--- src/logic/sbps_pkg.sv ---
// Purpose: Shared constants and types for the standby power sequencer
// Assumes: 100 MHz core clock
// Notes:   Times are kept in their own units; cycle counts derive from them
package sbps_pkg;
	localparam int unsigned CLK_HZ         = 100_000_000;
	localparam int unsigned DEBOUNCE_US    = 1_000;
	localparam int unsigned PRESS_MS       = 50;
	localparam int unsigned READY_MS       = 300;
	localparam int unsigned AUTOWAKE_S     = 120;
	localparam int unsigned DEBOUNCE_CYC   = (CLK_HZ / 1_000_000) * DEBOUNCE_US;
	localparam int unsigned PRESS_CYC      = (CLK_HZ / 1_000) * PRESS_MS;
	localparam int unsigned READY_CYC      = (CLK_HZ / 1_000) * READY_MS;
	localparam longint unsigned AUTOWAKE_CYC = longint'(CLK_HZ) * AUTOWAKE_S;
	localparam int unsigned CNT_W          = 40;

	// Power states: off is reset, boot is active but not yet ready
	typedef enum logic [2:0] {
		ST_BOOT     = 3'b000,
		ST_ACTIVE   = 3'b001,
		ST_STOPPROC = 3'b010,
		ST_UNMOUNT  = 3'b011,
		ST_STANDBY  = 3'b100
	} sbps_state_t;

	// Handshake with the software shutdown agent
	typedef struct packed {
		logic stop_proc_req;
		logic unmount_req;
		logic load_boot_cfg;
	} sbps_sw_req_t;

	typedef struct packed {
		logic stop_proc_done;
		logic unmount_done;
	} sbps_sw_ack_t;
endpackage : sbps_pkg

--- src/logic/sbps_press_qual.sv ---
// Purpose: Debounce the toggle input and qualify long-enough presses
// Assumes: Pin is asynchronous, idles high through a pull-up
// Notes:   One pulse per press, emitted once the low time is reached
`timescale 1ns/10ps
module sbps_press_qual
	import sbps_pkg::*;
#(
	parameter int unsigned DEB_CYC   = DEBOUNCE_CYC,
	parameter int unsigned PRESS_LEN = PRESS_CYC
) (
	// Clock and reset
	input  wire logic core_clk_i,
	input  wire logic sys_rst_i,
	// Pin and result
	input  wire logic power_toggle_input_i,
	output logic      press_o
);
	logic        sync1;
	logic        sync2;
	logic        deb;
	logic [31:0] deb_cnt;
	logic [31:0] low_cnt;
	logic        fired;

	// Two-stage synchroniser; the pin idles high like the pull-up
	always_ff @(posedge core_clk_i) begin
		if (sys_rst_i) begin
			sync1 <= 1'b1;
			sync2 <= 1'b1;
		end else begin
			sync1 <= power_toggle_input_i;
			sync2 <= sync1;
		end
	end

	// Debouncer: the level must stay steady before it is accepted
	always_ff @(posedge core_clk_i) begin
		if (sys_rst_i) begin
			deb     <= 1'b1;
			deb_cnt <= 32'h0000_0000;
		end else if (sync2 == deb) begin
			deb_cnt <= 32'h0000_0000;
		end else if (deb_cnt >= DEB_CYC - 1) begin
			deb     <= sync2;
			deb_cnt <= 32'h0000_0000;
		end else begin
			deb_cnt <= deb_cnt + 32'h0000_0001;
		end
	end

	// Low-duration qualifier; re-arms only once the input returns high
	always_ff @(posedge core_clk_i) begin
		if (sys_rst_i) begin
			low_cnt <= 32'h0000_0000;
			fired   <= 1'b0;
			press_o <= 1'b0;
		end else begin
			press_o <= 1'b0;
			if (deb) begin
				low_cnt <= 32'h0000_0000;
				fired   <= 1'b0;
			end else if (!fired) begin
				if (low_cnt >= PRESS_LEN - 1) begin
					press_o <= 1'b1;
					fired   <= 1'b1;
				end else begin
					low_cnt <= low_cnt + 32'h0000_0001;
				end
			end
		end
	end
endmodule : sbps_press_qual

--- src/logic/sbps_top.sv ---
// Purpose: Active/standby sequencing with orderly shutdown and supply control
// Assumes: Runs from the always-on supply and clock; reset is power-on
// Notes:   Shutdown steps are handed to software through a request/done pair
`timescale 1ns/10ps

// Functional notes
// - Toggle state when the toggle input stays low at least 50 ms.
// - Toggle input idles high and is debounced before qualification.
// - Ready indicator high only when active; low in standby and reset.
// - Ready rises about 300 ms after power-up, reset or wake.
// - Standby requested by host command or qualified press.
// - Stop processes, then unmount card, then drop the supply request.
// - A qualified press in standby wakes and raises the supply request.
// - After wake, restart from the stored boot configuration.
// - Without a power switch, skip power-off and wake after 2 minutes.
// - Only off, active, standby; standby only via orderly shutdown.
module sbps_top
	import sbps_pkg::*;
#(
	parameter int unsigned      DEB_CYC   = DEBOUNCE_CYC,
	parameter int unsigned      PRESS_LEN = PRESS_CYC,
	parameter int unsigned      READY_LEN = READY_CYC,
	parameter longint unsigned  WAKE_LEN  = AUTOWAKE_CYC
) (
	// Clock and reset
	input  wire logic   core_clk_i,
	input  wire logic   sys_rst_i,
	// Pins
	input  wire logic   power_toggle_input_i,
	input  wire logic   switch_fitted_i,
	output logic        supply_switch_request_o,
	output logic        module_ready_o,
	// Host command and software agent
	input  wire logic   power_mode_command_standby_i,
	input  sbps_sw_ack_t sw_ack_i,
	output sbps_sw_req_t sw_req_o,
	output sbps_state_t state_o
);
	sbps_state_t             state;
	sbps_state_t             next_state;
	logic                    press;
	logic                    fitted;
	logic [CNT_W-1:0]        timer;
	logic                    timer_done;

	sbps_press_qual #(
		.DEB_CYC   (DEB_CYC),
		.PRESS_LEN (PRESS_LEN)
	) u_qual (
		.core_clk_i           (core_clk_i),
		.sys_rst_i            (sys_rst_i),
		.power_toggle_input_i (power_toggle_input_i),
		.press_o              (press)
	);

	// Strap of the switch option, caught while held in reset
	always_ff @(posedge core_clk_i) begin
		if (sys_rst_i) begin
			fitted <= switch_fitted_i;
		end
	end

	// Shared timer: ready delay in boot, auto-wake in standby without a switch fitted, where the supply stays on
	always_comb begin
		timer_done = 1'b0;
		if (state == ST_BOOT) begin
			timer_done = (timer >= CNT_W'(READY_LEN - 1));
		end else if (state == ST_STANDBY) begin
			timer_done = (timer >= CNT_W'(WAKE_LEN - 1));
		end
	end

	always_ff @(posedge core_clk_i) begin
		if (sys_rst_i || next_state != state) begin
			timer <= '0;
		end else if (!timer_done) begin
			timer <= timer + CNT_W'(1);
		end
	end

	// Next-state logic; a press during shutdown is consumed and ignored
	always_comb begin
		next_state = state;
		unique case (state)
			ST_BOOT: begin
				if (timer_done) begin
					next_state = ST_ACTIVE;
				end
			end
			ST_ACTIVE: begin
				if (press || power_mode_command_standby_i) begin
					next_state = ST_STOPPROC;
				end
			end
			ST_STOPPROC: begin
				if (sw_ack_i.stop_proc_done) begin
					next_state = ST_UNMOUNT;
				end
			end
			ST_UNMOUNT: begin
				if (sw_ack_i.unmount_done) begin
					next_state = ST_STANDBY;
				end
			end
			ST_STANDBY: begin
				if (press || (!fitted && timer_done)) begin
					next_state = ST_BOOT;
				end
			end
			default: begin
				next_state = ST_BOOT;
			end
		endcase
	end

	always_ff @(posedge core_clk_i) begin
		if (sys_rst_i) begin
			state <= ST_BOOT;
		end else begin
			state <= next_state;
		end
	end

	// Registered outputs; the supply stays on without a switch fitted
	always_ff @(posedge core_clk_i) begin
		if (sys_rst_i) begin
			supply_switch_request_o <= 1'b1;
			module_ready_o          <= 1'b0;
			sw_req_o                <= '0;
			state_o                 <= ST_BOOT;
		end else begin
			supply_switch_request_o <= (next_state != ST_STANDBY) || !fitted;
			module_ready_o          <= (next_state == ST_ACTIVE);
			sw_req_o.stop_proc_req  <= (next_state == ST_STOPPROC);
			sw_req_o.unmount_req    <= (next_state == ST_UNMOUNT);
			sw_req_o.load_boot_cfg  <= (next_state == ST_BOOT);
			state_o                 <= next_state;
		end
	end
endmodule : sbps_top

--- config.mk ---
export PLATFORM = sky130hd
export DESIGN_NAME = sbps_top
export DESIGN_NICKNAME = d
export VERILOG_FILES = /design/src/logic/sbps_pkg.sv /design/src/logic/sbps_press_qual.sv /design/src/logic/sbps_top.sv
export SDC_FILE = /design/constraint.sdc
export NUM_CORES = 1
export LEC_CHECK = 0
export BUFFER_PORTS_ARGS = -buffer_cell sky130_fd_sc_hd__buf_4
export CORE_UTILIZATION = 30
export DETAILED_ROUTE_END_ITERATION = 8
export SYNTH_ARGS = -nofsm -noshare
export SYNTH_HDL_FRONTEND = slang
export SYNTH_HIERARCHICAL = 1
export SYNTH_SLANG_ARGS = --single-unit
--- constraint.sdc ---
create_clock -name core_clk_i -period 3.4 [get_ports core_clk_i]
set_input_delay 0.85 -clock core_clk_i [delete_from_list [all_inputs] [get_ports core_clk_i]]
set_output_delay 0.85 -clock core_clk_i [all_outputs]
set_load 0.03 [all_outputs]
# [Yosys cells after proc, flatten, opt, wreduce, memory -nomap -nowiden]
# Cells that the tools add are included.
[classes] addsub=3 n_lt_le_gt_ge=4 eq_ne=10 mux=10 n_bitwise=3 n_reduce_logical=13
[ops] cell="adder 32 x 1 -> 32 bit (second input constant)" count=2
[ops] cell="adder 40 x 1 -> 40 bit (second input constant)" count=1
[ops] cell=">= comparator 40 x 25 -> 1 bit (second input constant)" count=1
[ops] cell=">= comparator 40 x 34 -> 1 bit (second input constant)" count=1
[ops] cell=">= comparator 32 x 17 -> 1 bit (second input constant)" count=1
[ops] cell=">= comparator 32 x 23 -> 1 bit (second input constant)" count=1
[ops] cell="2-to-1 mux 3 bit" count=5
[ops] cell="one-hot mux 3 bit (5 select lines)" count=1
[ops] cell="== test 3 x 2 -> 1 bit (second input constant)" count=4
[ops] cell="== test 3 x 1 -> 1 bit (second input constant)" count=2
[ops] cell="logical NOT 3 bit" count=2
[ops] cell="OR reduction 3 bit" count=2
[ops] cell="logical OR 1 bit" count=4
[ops] cell="2-to-1 mux 1 bit" count=4
[ops] cell="AND reduction 2 bit" count=2
[ops] cell="== test 3 bit (second input constant)" count=1
[ops] cell="!= test 3 bit" count=1
[ops] cell="!= test 3 bit (second input constant)" count=1
[ops] cell="NOT 1 bit" count=3
[ops] cell="OR reduction 2 bit" count=1
[ops] cell="== test 1 bit" count=1
[ops] cell="logical AND 1 bit" count=1
[ops] cell="logical NOT 1 bit" count=1
[word_totals] regBits=118 inputBits=7 out_inout_bits=8 wordCells=58

# [Longest topological paths before layout]
# Gate-level depths: netlist of the first run.
[depth] word_depth=9 mapped_depth=9 mapped_depth_nobuf=8

# [Modules after synthesis]
# Netlist of the first run, hierarchy kept.
[modules_own_cells] module="sbps_press_qual" instances=1 cells_per_inst=295 area_each_um2=2642.5 seq_area_each_um2=1381.3
[modules_own_cells] module="sbps_top" instances=1 cells_per_inst=317 area_each_um2=2553.7 seq_area_each_um2=991.0

# [Worst setup path after synthesis of the first run]
# Ideal clock, no wire load.
[synth_path] path_type="register to register" startpoint="reg timer[17]" endpoint="reg timer[31]" setup_time_ns=0.072 arrival_ns=2.509 t_required_ns=3.328 path_slack_ns=0.820 path_stages_with_launch=9 n_path_buf=1 synth_period_minus_slack_ns=2.580 cell_sequence="dfxtp_1 > or4_4 > a2111oi_4 > o32ai_2 > a211oi_4 > o211ai_1 > buf_2 > nor4_1 > mux2i_1"
[synth_via] elab_chain_len=9 elab_cells_between_ends=12 classes_between="1 x add/sub; 2 x order compare; 1 x eq/ne; 5 x mux; 3 x reduce/logical"
[synth_rtl] element="start: declaration" line="sbps_top.sv:43" rtl="logic [CNT_W-1:0] timer;"
[synth_rtl] element="start signal: assignment" line="sbps_top.sv:77" rtl="timer <= timer + CNT_W'(1);"
[synth_rtl] element=">= comparator 40 x 34 -> 1 bit" line="sbps_top.sv:69" rtl="timer_done = (timer >= CNT_W'(WAKE_LEN - 1));"
[synth_rtl] element="2-to-1 mux 1 bit" line="sbps_top.sv:68" rtl="end else if (state == ST_STANDBY) begin"
[synth_rtl] element="2-to-1 mux 1 bit" line="sbps_top.sv:66" rtl="if (state == ST_BOOT) begin"
[synth_rtl] element="logical AND 1 bit" line="sbps_top.sv:106" rtl="if (press || (!fitted && timer_done)) begin"
[synth_rtl] element="logical OR 1 bit" line="sbps_top.sv:106"
[synth_rtl] element="2-to-1 mux 3 bit" line="sbps_top.sv:106"
[synth_rtl] element="one-hot mux 3 bit (5 select lines)" line="sbps_top.sv:84" rtl="unique case (state)"
[synth_rtl] element="!= test 3 bit" line="sbps_top.sv:74" rtl="if (sys_rst_i || next_state != state) begin"
[synth_rtl] element="logical OR 1 bit" line="sbps_top.sv:74"
# Several ways; a longest one is shown, not always the timed one.
# A chain may end at the register's enable or synchronous reset.

# [Worst setup path after layout of the first run]
[layout_path] startpoint="reg timer[17]" endpoint="reg timer[18]"
# The elaborated chain is that of the path after synthesis.

==> flow_summary.json, run 1 <==
{
  "run_status": "completed",
  "tritoncts": "built",
  "hpwlAfterDp_mm": 7.46,
  "top_cell_types_by_occurrence_after_synthesis": "sky130_fd_sc_hd__dfxtp_1 (117), sky130_fd_sc_hd__nor2_1 (71), sky130_fd_sc_hd__a21oi_1 (50)",
  "timing.critical_path.buf_inv": 1,
  "setup.worst_path.end_class": "flip-flop",
  "cp_required_ns": 3.74,
  "cts_buffers": 17,
  "timing.clock.skew_ns": 0.00882,
  "synth.lib_cells_used.distinct": 56,
  "tightestPinTransition_ns": 0.678,
  "vias_in_the_first_global_route": 3976,
  "detail_route.vias_per_cell": 4.98,
  "drive_above_1_share_pct": 10.1,
  "first_pass_iters": 5,
  "core_area_mm2": 0.0168,
  "diodes": 0,
  "fmaxAchievable_ghz": 0.326,
  "area.growth.synth_to_final_pct": 19.2,
  "detail_route.drc_violations": 0,
  "report.final.hold_viol_count": 0,
  "floorplan.initialDensity_pct": 31.0,
  "power.leakage_uw": 0.00207,
  "worst_r2r_endpoint": "timer[18]$_SDFFE_PP0N_",
  "overflow": 0,
  "critPathMostFrequentCell": "sky130_fd_sc_hd__o211ai_1",
  "clock_path_buffers": 2,
  "post_cts_hold_buffer_count": 0,
  "hold_class": "flip-flop to flip-flop",
  "grt_setup_unrepaired": "false",
  "cp_data_arrival_time_ns": 3.40,
  "timing.critical_path.to": "timer[18]$_SDFFE_PP0N_",
  "setup.worst_path.start": "timer[17]$_SDFFE_PP0N_",
  "die_width_um": 134,
  "chipHeight_um": 134,
  "final.min_clock_period_ns": 3.07,
  "cts-htree-levels": 4,
  "numPortBuffers": 14,
  "design.die.area_mm2": 0.0179,
  "worst_setup_path_start_kind": "flip-flop",
  "postSynthCellCount": 612,
  "slew_viol_final": 0,
  "clock_sink_count": 118,
  "ys.warnings.count": 6,
  "clock_latency_ns": 0.41,
  "crit_family": "compound AO/OA/AOI/OAI gates",
  "post_cts_resized": 0,
  "synth_top_area_cell": "sky130_fd_sc_hd__dfxtp_1",
  "setup_viol": 0,
  "synth-edff-count": 1,
  "fin_util_pct": 36.9,
  "gp_congestion": 0.796,
  "antenna_found_initial": 0,
  "ys_ff_latch": 118,
  "final_nets": 653,
  "ys_async_sr_fraction_pct": 0,
  "synth.yosys.seq_area_share_pct": 45.7,
  "normalized_max_slew_margin_pct": 54.4,
  "cts_setup_buffers": 0,
  "netlist_top_cells_area": "sky130_fd_sc_hd__dfxtp_1 (45%), sky130_fd_sc_hd__nor2_1 (5.1%), sky130_fd_sc_hd__a21oi_1 (4.8%), sky130_fd_sc_hd__o21ai_0 (3.9%), sky130_fd_sc_hd__or3_1 (3.7%)",
  "cp_max_fo": 8,
  "route.antenna.remaining_nets": 0,
  "timing.critical_path.slowest_cell_delay_ns": 0.58,
  "synth_area_per_cell_um2": 8.49,
  "timing.max_cap.violations": 0,
  "totalNegativeSetupSlack_ns": 0,
  "cts-root-buf": "sky130_fd_sc_hd__clkbuf_16",
  "detailedRoute.firstIterationViolations": 218,
  "timing.rr.start": "timer[17]$_SDFFE_PP0N_",
  "grt_util_all_layers_pct": 12.9,
  "grt_first_pass_wirelength_mm": 18.6,
  "post-synth-top-area-fraction_pct": 45.1,
  "worst_path_max_delay_cell": "sky130_fd_sc_hd__or4_4",
  "clock_transition_at_the_registers_of_the_reported_paths_ns": 0.06,
  "worst_ir_drop_vdd_mv": 0.409,
  "power_per_cell_area_mw_per_mm2": 530,
  "path_cells": "or4_4 > nor4_1 > o211ai_1 > a311o_1 > o211ai_1 > buf_4 > o21ai_0 > a21oi_1",
  "via_count": 4363,
  "cell_area_after_technology_mapping_mm2": 0.00520,
  "most_frequent_cell_after_synthesis": "sky130_fd_sc_hd__dfxtp_1",
  "core.rowCount": 47,
  "worst_r2r_path_depth": 8,
  "dominantRegCellSynth": "sky130_fd_sc_hd__dfxtp_1",
  "finalCritPeriodShare_pct": 90.2,
  "rrSetupSlack_ns": 0.33,
  "route.detailed.wl_per_inst_um": 12.4,
  "io_pins": 15,
  "pin_count_of_the_biggest_net_entering_global_routing": 40,
  "routed_wirelength_mm": 10.9,
  "path_depth": 8,
  "timing.setup.critical_path_class": "flip-flop to flip-flop"
}
cell type report:
type / count / area (µm²)
Timing Repair Buffer: 21 / 158
Inverter: 19 / 71.3
Clock buffer: 17 / 425
Sequential cell: 118 / 2370
Clock inverter: 15 / 181
Multi-Input combinational cell: 466 / 2710
Fill cell: 1724 / 10600
Tap cell: 220 / 275
power breakdown:
part / internal, µW / switching, µW
clock: 1110 / 722
combinational: 15.3 / 24.0
sequential: 1400 / 7.82
total: 2530 / 754
worst min path at each step:
stage,start,to,slack (ns),cells after the start
after floorplan,u_qual/sync1$_SDFF_PP1_,u_qual/sync2$_SDFF_PP1_,0.39,1
after CTS,u_qual/sync1$_SDFF_PP1_,u_qual/sync2$_SDFF_PP1_,0.42,1
after global placement,u_qual/sync1$_SDFF_PP1_,u_qual/sync2$_SDFF_PP1_,0.39,1
after detailed placement,u_qual/sync1$_SDFF_PP1_,u_qual/sync2$_SDFF_PP1_,0.40,1
final,u_qual/sync1$_SDFF_PP1_,u_qual/sync2$_SDFF_PP1_,0.41,1
after global routing,u_qual/sync1$_SDFF_PP1_,u_qual/sync2$_SDFF_PP1_,0.42,1
through the flow:
stage | total power (µW) | hold slack [ns] | std cells | setup slack, ns | instance area [µm²]
after floorplan | 1460 | 0.389 | 626 | 0.820 | 5250
after global placement | 1480 | 0.394 | 844 | 0.341 | 5590
after detailed placement | 1480 | 0.398 | 844 | 0.318 | 5590
after CTS | 3320 | 0.416 | 876 | 0.276 | 6190
after global routing | 3390 | 0.424 | 876 | 0.0975 | 6190
final | 3280 | 0.412 | 876 | 0.334 | 6190
kinds of logic (layout without fill, tap and decap cells):
group           count (synthesis)  count (layout)  synth area share (%)
other cells                     1              15                0.0722
fa+ha+maj                       3               3                 0.722
simple gates                  281             281                  28.6
compound gates                133             133                  15.9
xor+xnor                       31              31                  5.23
mux                             3               3                 0.578
flops                         118             118                  45.7
buf+inv                        42              72                  3.23
per-layer routing:
| metal | vias up | GRT usage (%) | part of all wire (%) |
|---|---|---|---|
| met4 | 0 | 6.06 | 1.9 |
| met2 | 49 | 20.5 | 45 |
| met3 | 16 | 2.93 | 2.5 |
| met1 | 2023 | 16.6 | 50 |
| met5 | - | 0 | 0 |
| li1 | 2275 | - | - |
registers in the layout (all words and copies together), names as in the netlist, 3 cells and up:
name / cells
u_qual/low_cnt: 32
timer: 40
u_qual/deb_cnt: 32
sw_req_o: 3
state_o: 3
layout by cell type (no fill, tap or decap), types with 2 or more instances in the layout:
| master | instances |
|---|---|
| sky130_fd_sc_hd__nor4b_1 | 2 |
| sky130_fd_sc_hd__mux2i_1 | 3 |
| sky130_fd_sc_hd__and3_1 | 9 |
| sky130_fd_sc_hd__a21oi_1 | 50 |
| sky130_fd_sc_hd__and2_1 | 16 |
| sky130_fd_sc_hd__o2111ai_1 | 4 |
| sky130_fd_sc_hd__nor3_1 | 15 |
| sky130_fd_sc_hd__nor4_1 | 13 |
| sky130_fd_sc_hd__clkinv_4 | 3 |
| sky130_fd_sc_hd__and4_1 | 2 |
| sky130_fd_sc_hd__nor2_1 | 71 |
| sky130_fd_sc_hd__ha_1 | 3 |
| sky130_fd_sc_hd__dfxtp_1 | 117 |
| sky130_fd_sc_hd__a31oi_1 | 2 |
| sky130_fd_sc_hd__inv_6 | 7 |
| sky130_fd_sc_hd__or3_1 | 31 |
| sky130_fd_sc_hd__nand2b_1 | 5 |
| sky130_fd_sc_hd__xor2_1 | 20 |
| sky130_fd_sc_hd__clkbuf_16 | 17 |
| sky130_fd_sc_hd__nand4_1 | 18 |
| sky130_fd_sc_hd__or4_4 | 2 |
| sky130_fd_sc_hd__nand2_1 | 39 |
| sky130_fd_sc_hd__bufinv_16 | 2 |
| sky130_fd_sc_hd__xnor2_1 | 11 |
| sky130_fd_sc_hd__buf_4 | 21 |
| sky130_fd_sc_hd__nand3_1 | 27 |
| sky130_fd_sc_hd__inv_8 | 3 |
| sky130_fd_sc_hd__o21a_1 | 3 |
| sky130_fd_sc_hd__o21ai_0 | 40 |
| sky130_fd_sc_hd__or2_2 | 5 |
| sky130_fd_sc_hd__inv_1 | 19 |
| sky130_fd_sc_hd__conb_1 | 15 |
| sky130_fd_sc_hd__o211ai_1 | 8 |
| sky130_fd_sc_hd__o31ai_1 | 12 |
| sky130_fd_sc_hd__or4_1 | 18 |
Power figures use the tool's default switching activity.
==> run 2, diff against run 1 <==
Clock period 3.4 ns to 3.7 ns, I/O delays scaled along.
==> flow_summary.json, run 2 (synthesized netlist as in run 1, its figures left out) <==
{
  "largestRegisters": "timer (40), u_qual/deb_cnt (32), u_qual/low_cnt (32)",
  "p_sw_share_pct": 21.3,
  "io_pins": 15,
  "power_per_cell_area_mw_per_mm2": 479,
  "route.antenna.remaining_nets": 0,
  "grt_util_all_layers_pct": 13.1,
  "tritoncts": "built",
  "clock_latency_ns": 0.41,
  "largest_register_ff_count": 40,
  "pnr_worst_setup_slack_ns": 0.543,
  "die_width_um": 134,
  "cp_required_ns": 4.03,
  "timing.max_cap.violations": 0,
  "path_cells": "or4_4 > nor4_1 > o211ai_1 > a311o_1 > o211ai_1 > o21ai_0 > a21oi_1",
  "placed_cell_area_mm2": 0.00558,
  "comb_power_share_pct": 1.2,
  "cts_buffers": 17,
  "numPortBuffers": 14,
  "wl_met2_mm": 5.13,
  "post_cts_resized": 0,
  "via_count": 4350,
  "chipHeight_um": 134,
  "design.die.area_mm2": 0.0179,
  "slew_viol_final": 0,
  "timing.clock.skew_ns": 0.0165,
  "p_int_uw": 2330,
  "tightestPinTransition_ns": 1.00,
  "vias_in_the_first_global_route": 3873,
  "antenna_found_initial": 0,
  "clock_path_buffers": 2,
  "timing.critical_path.buf_inv": 0,
  "core.rowCount": 47,
  "setup_viol": 0,
  "post_cts_hold_buffer_count": 0,
  "power.leakage_uw": 0.00205,
  "max_flop_register": "timer",
  "setup.worst_path.end_class": "flip-flop",
  "detail_route.vias_per_cell": 4.97,
  "hold_class": "flip-flop to flip-flop",
  "cts-htree-levels": 4,
  "report.final.hold_viol_count": 0,
  "route.detailed.wl_per_inst_um": 12.6,
  "overflow": 0,
  "crit_family": "compound AO/OA/AOI/OAI gates",
  "pin_count_of_the_biggest_net_entering_global_routing": 40,
  "grt_first_pass_wirelength_mm": 18.7,
  "m1WireLength_mm": 5.50,
  "floorplan.initialDensity_pct": 31.0,
  "final_nets": 652,
  "cp_max_fo": 14,
  "gp_congestion": 0.870,
  "timing.critical_path.slowest_cell_delay_ns": 0.85,
  "ff_latch_area_mm2": 0.00237,
  "normalized_max_slew_margin_pct": 32.7,
  "finalCritPeriodShare_pct": 85.3,
  "cts_setup_buffers": 0,
  "dr.max_layer_used": "met4",
  "diodes": 0,
  "worst_path_max_delay_cell": "sky130_fd_sc_hd__o211ai_1",
  "p_switching_uw": 631,
  "multi_input_gate_area_mm2": 0.00271,
  "first_pass_iters": 4,
  "run_status": "completed",
  "pwr-share-clk_pct": 55.0,
  "clock_transition_at_the_registers_of_the_reported_paths_ns": 0.05,
  "cts-root-buf": "sky130_fd_sc_hd__clkbuf_16",
  "highest_count_cells_in_the_layout_ignoring_fill_and_taps": "sky130_fd_sc_hd__dfxtp_1 (117), sky130_fd_sc_hd__nor2_1 (71), sky130_fd_sc_hd__a21oi_1 (50)",
  "place_worst_setup_slack_ns": 0.539,
  "fmaxAchievable_ghz": 0.317,
  "detailedRoute.firstIterationViolations": 203,
  "critPathMostFrequentCell": "sky130_fd_sc_hd__o211ai_1",
  "clock_sink_count": 118,
  "totalNegativeSetupSlack_ns": 0,
  "seqPwrFrac_pct": 43.8,
  "area.growth.synth_to_final_pct": 19.0,
  "core_area_mm2": 0.0168,
  "cp_data_arrival_time_ns": 3.48,
  "post-route-cell-area_mm2": 0.00618,
  "grt_setup_unrepaired": "false",
  "routed_wirelength_mm": 11.0,
  "final.min_clock_period_ns": 3.16,
  "total_length_of_routed_met3_wires_um": 311,
  "worst_ir_drop_vdd_mv": 0.300,
  "worst_setup_path_start_kind": "flip-flop",
  "detail_route.drc_violations": 0,
  "final.fill_count": 1720,
  "hpwlAfterDp_mm": 7.62,
  "timing.setup.critical_path_class": "flip-flop to flip-flop",
  "drive_above_1_share_pct": 9.92,
  "mostFrequentLayoutCell": "sky130_fd_sc_hd__dfxtp_1"
}
==> run 2: cell type report <==
type	instances	share of cell area (%)
multi-input combinational	466	43.8
sequential	118	38.4
clock buffer	21	7.95
tap	220	4.45
timing repair buffer	20	2.43
clock inverter	11	1.84
inverter	19	1.15
==> run 2: final timing paths <==
check                                from                       to  slack (ns)  depth (start not counted)
setup / recovery   timer[17]$_SDFFE_PP0N_   timer[33]$_SDFFE_PP0N_        0.54                          7
hold / removal    u_qual/sync1$_SDFF_PP1_  u_qual/sync2$_SDFF_PP1_        0.41                          1
setup reg to reg   timer[17]$_SDFFE_PP0N_   timer[33]$_SDFFE_PP0N_        0.54                          7
hold reg to reg   u_qual/sync1$_SDFF_PP1_  u_qual/sync2$_SDFF_PP1_        0.41                          1
==> run 2: power groups by stage <==
stage	clock network, µW	logic (µW)	registers (µW)
floorplan	0	20.2	1320
global placement	0	36.7	1320
detailed placement	0	36.7	1320
CTS	1670	36.9	1290
global route	1740	41.0	1300
finish	1630	36.7	1300
==> run 2: stage by stage <==
step / hold WS (ns) / std cells / power (µW) / utilization [%]
2_1_floorplan: 0.389 / 626 / 1340 / -
6_report: 0.408 / 875 / 2960 / 36.9
4_1_cts: 0.410 / 875 / 3000 / 36.9
3_5_place_dp: 0.395 / 843 / 1360 / 33.3
5_1_grt: 0.419 / 875 / 3070 / 36.9
3_3_place_gp: 0.394 / 843 / 1360 / 33.3
==> run 2: layer usage <==
metal	GRT usage, %	vias to the layer above
met5	0	-
met4	5.05	0
met3	3.61	6
met2	20.3	45
met1	17.3	2025
li1	-	2274
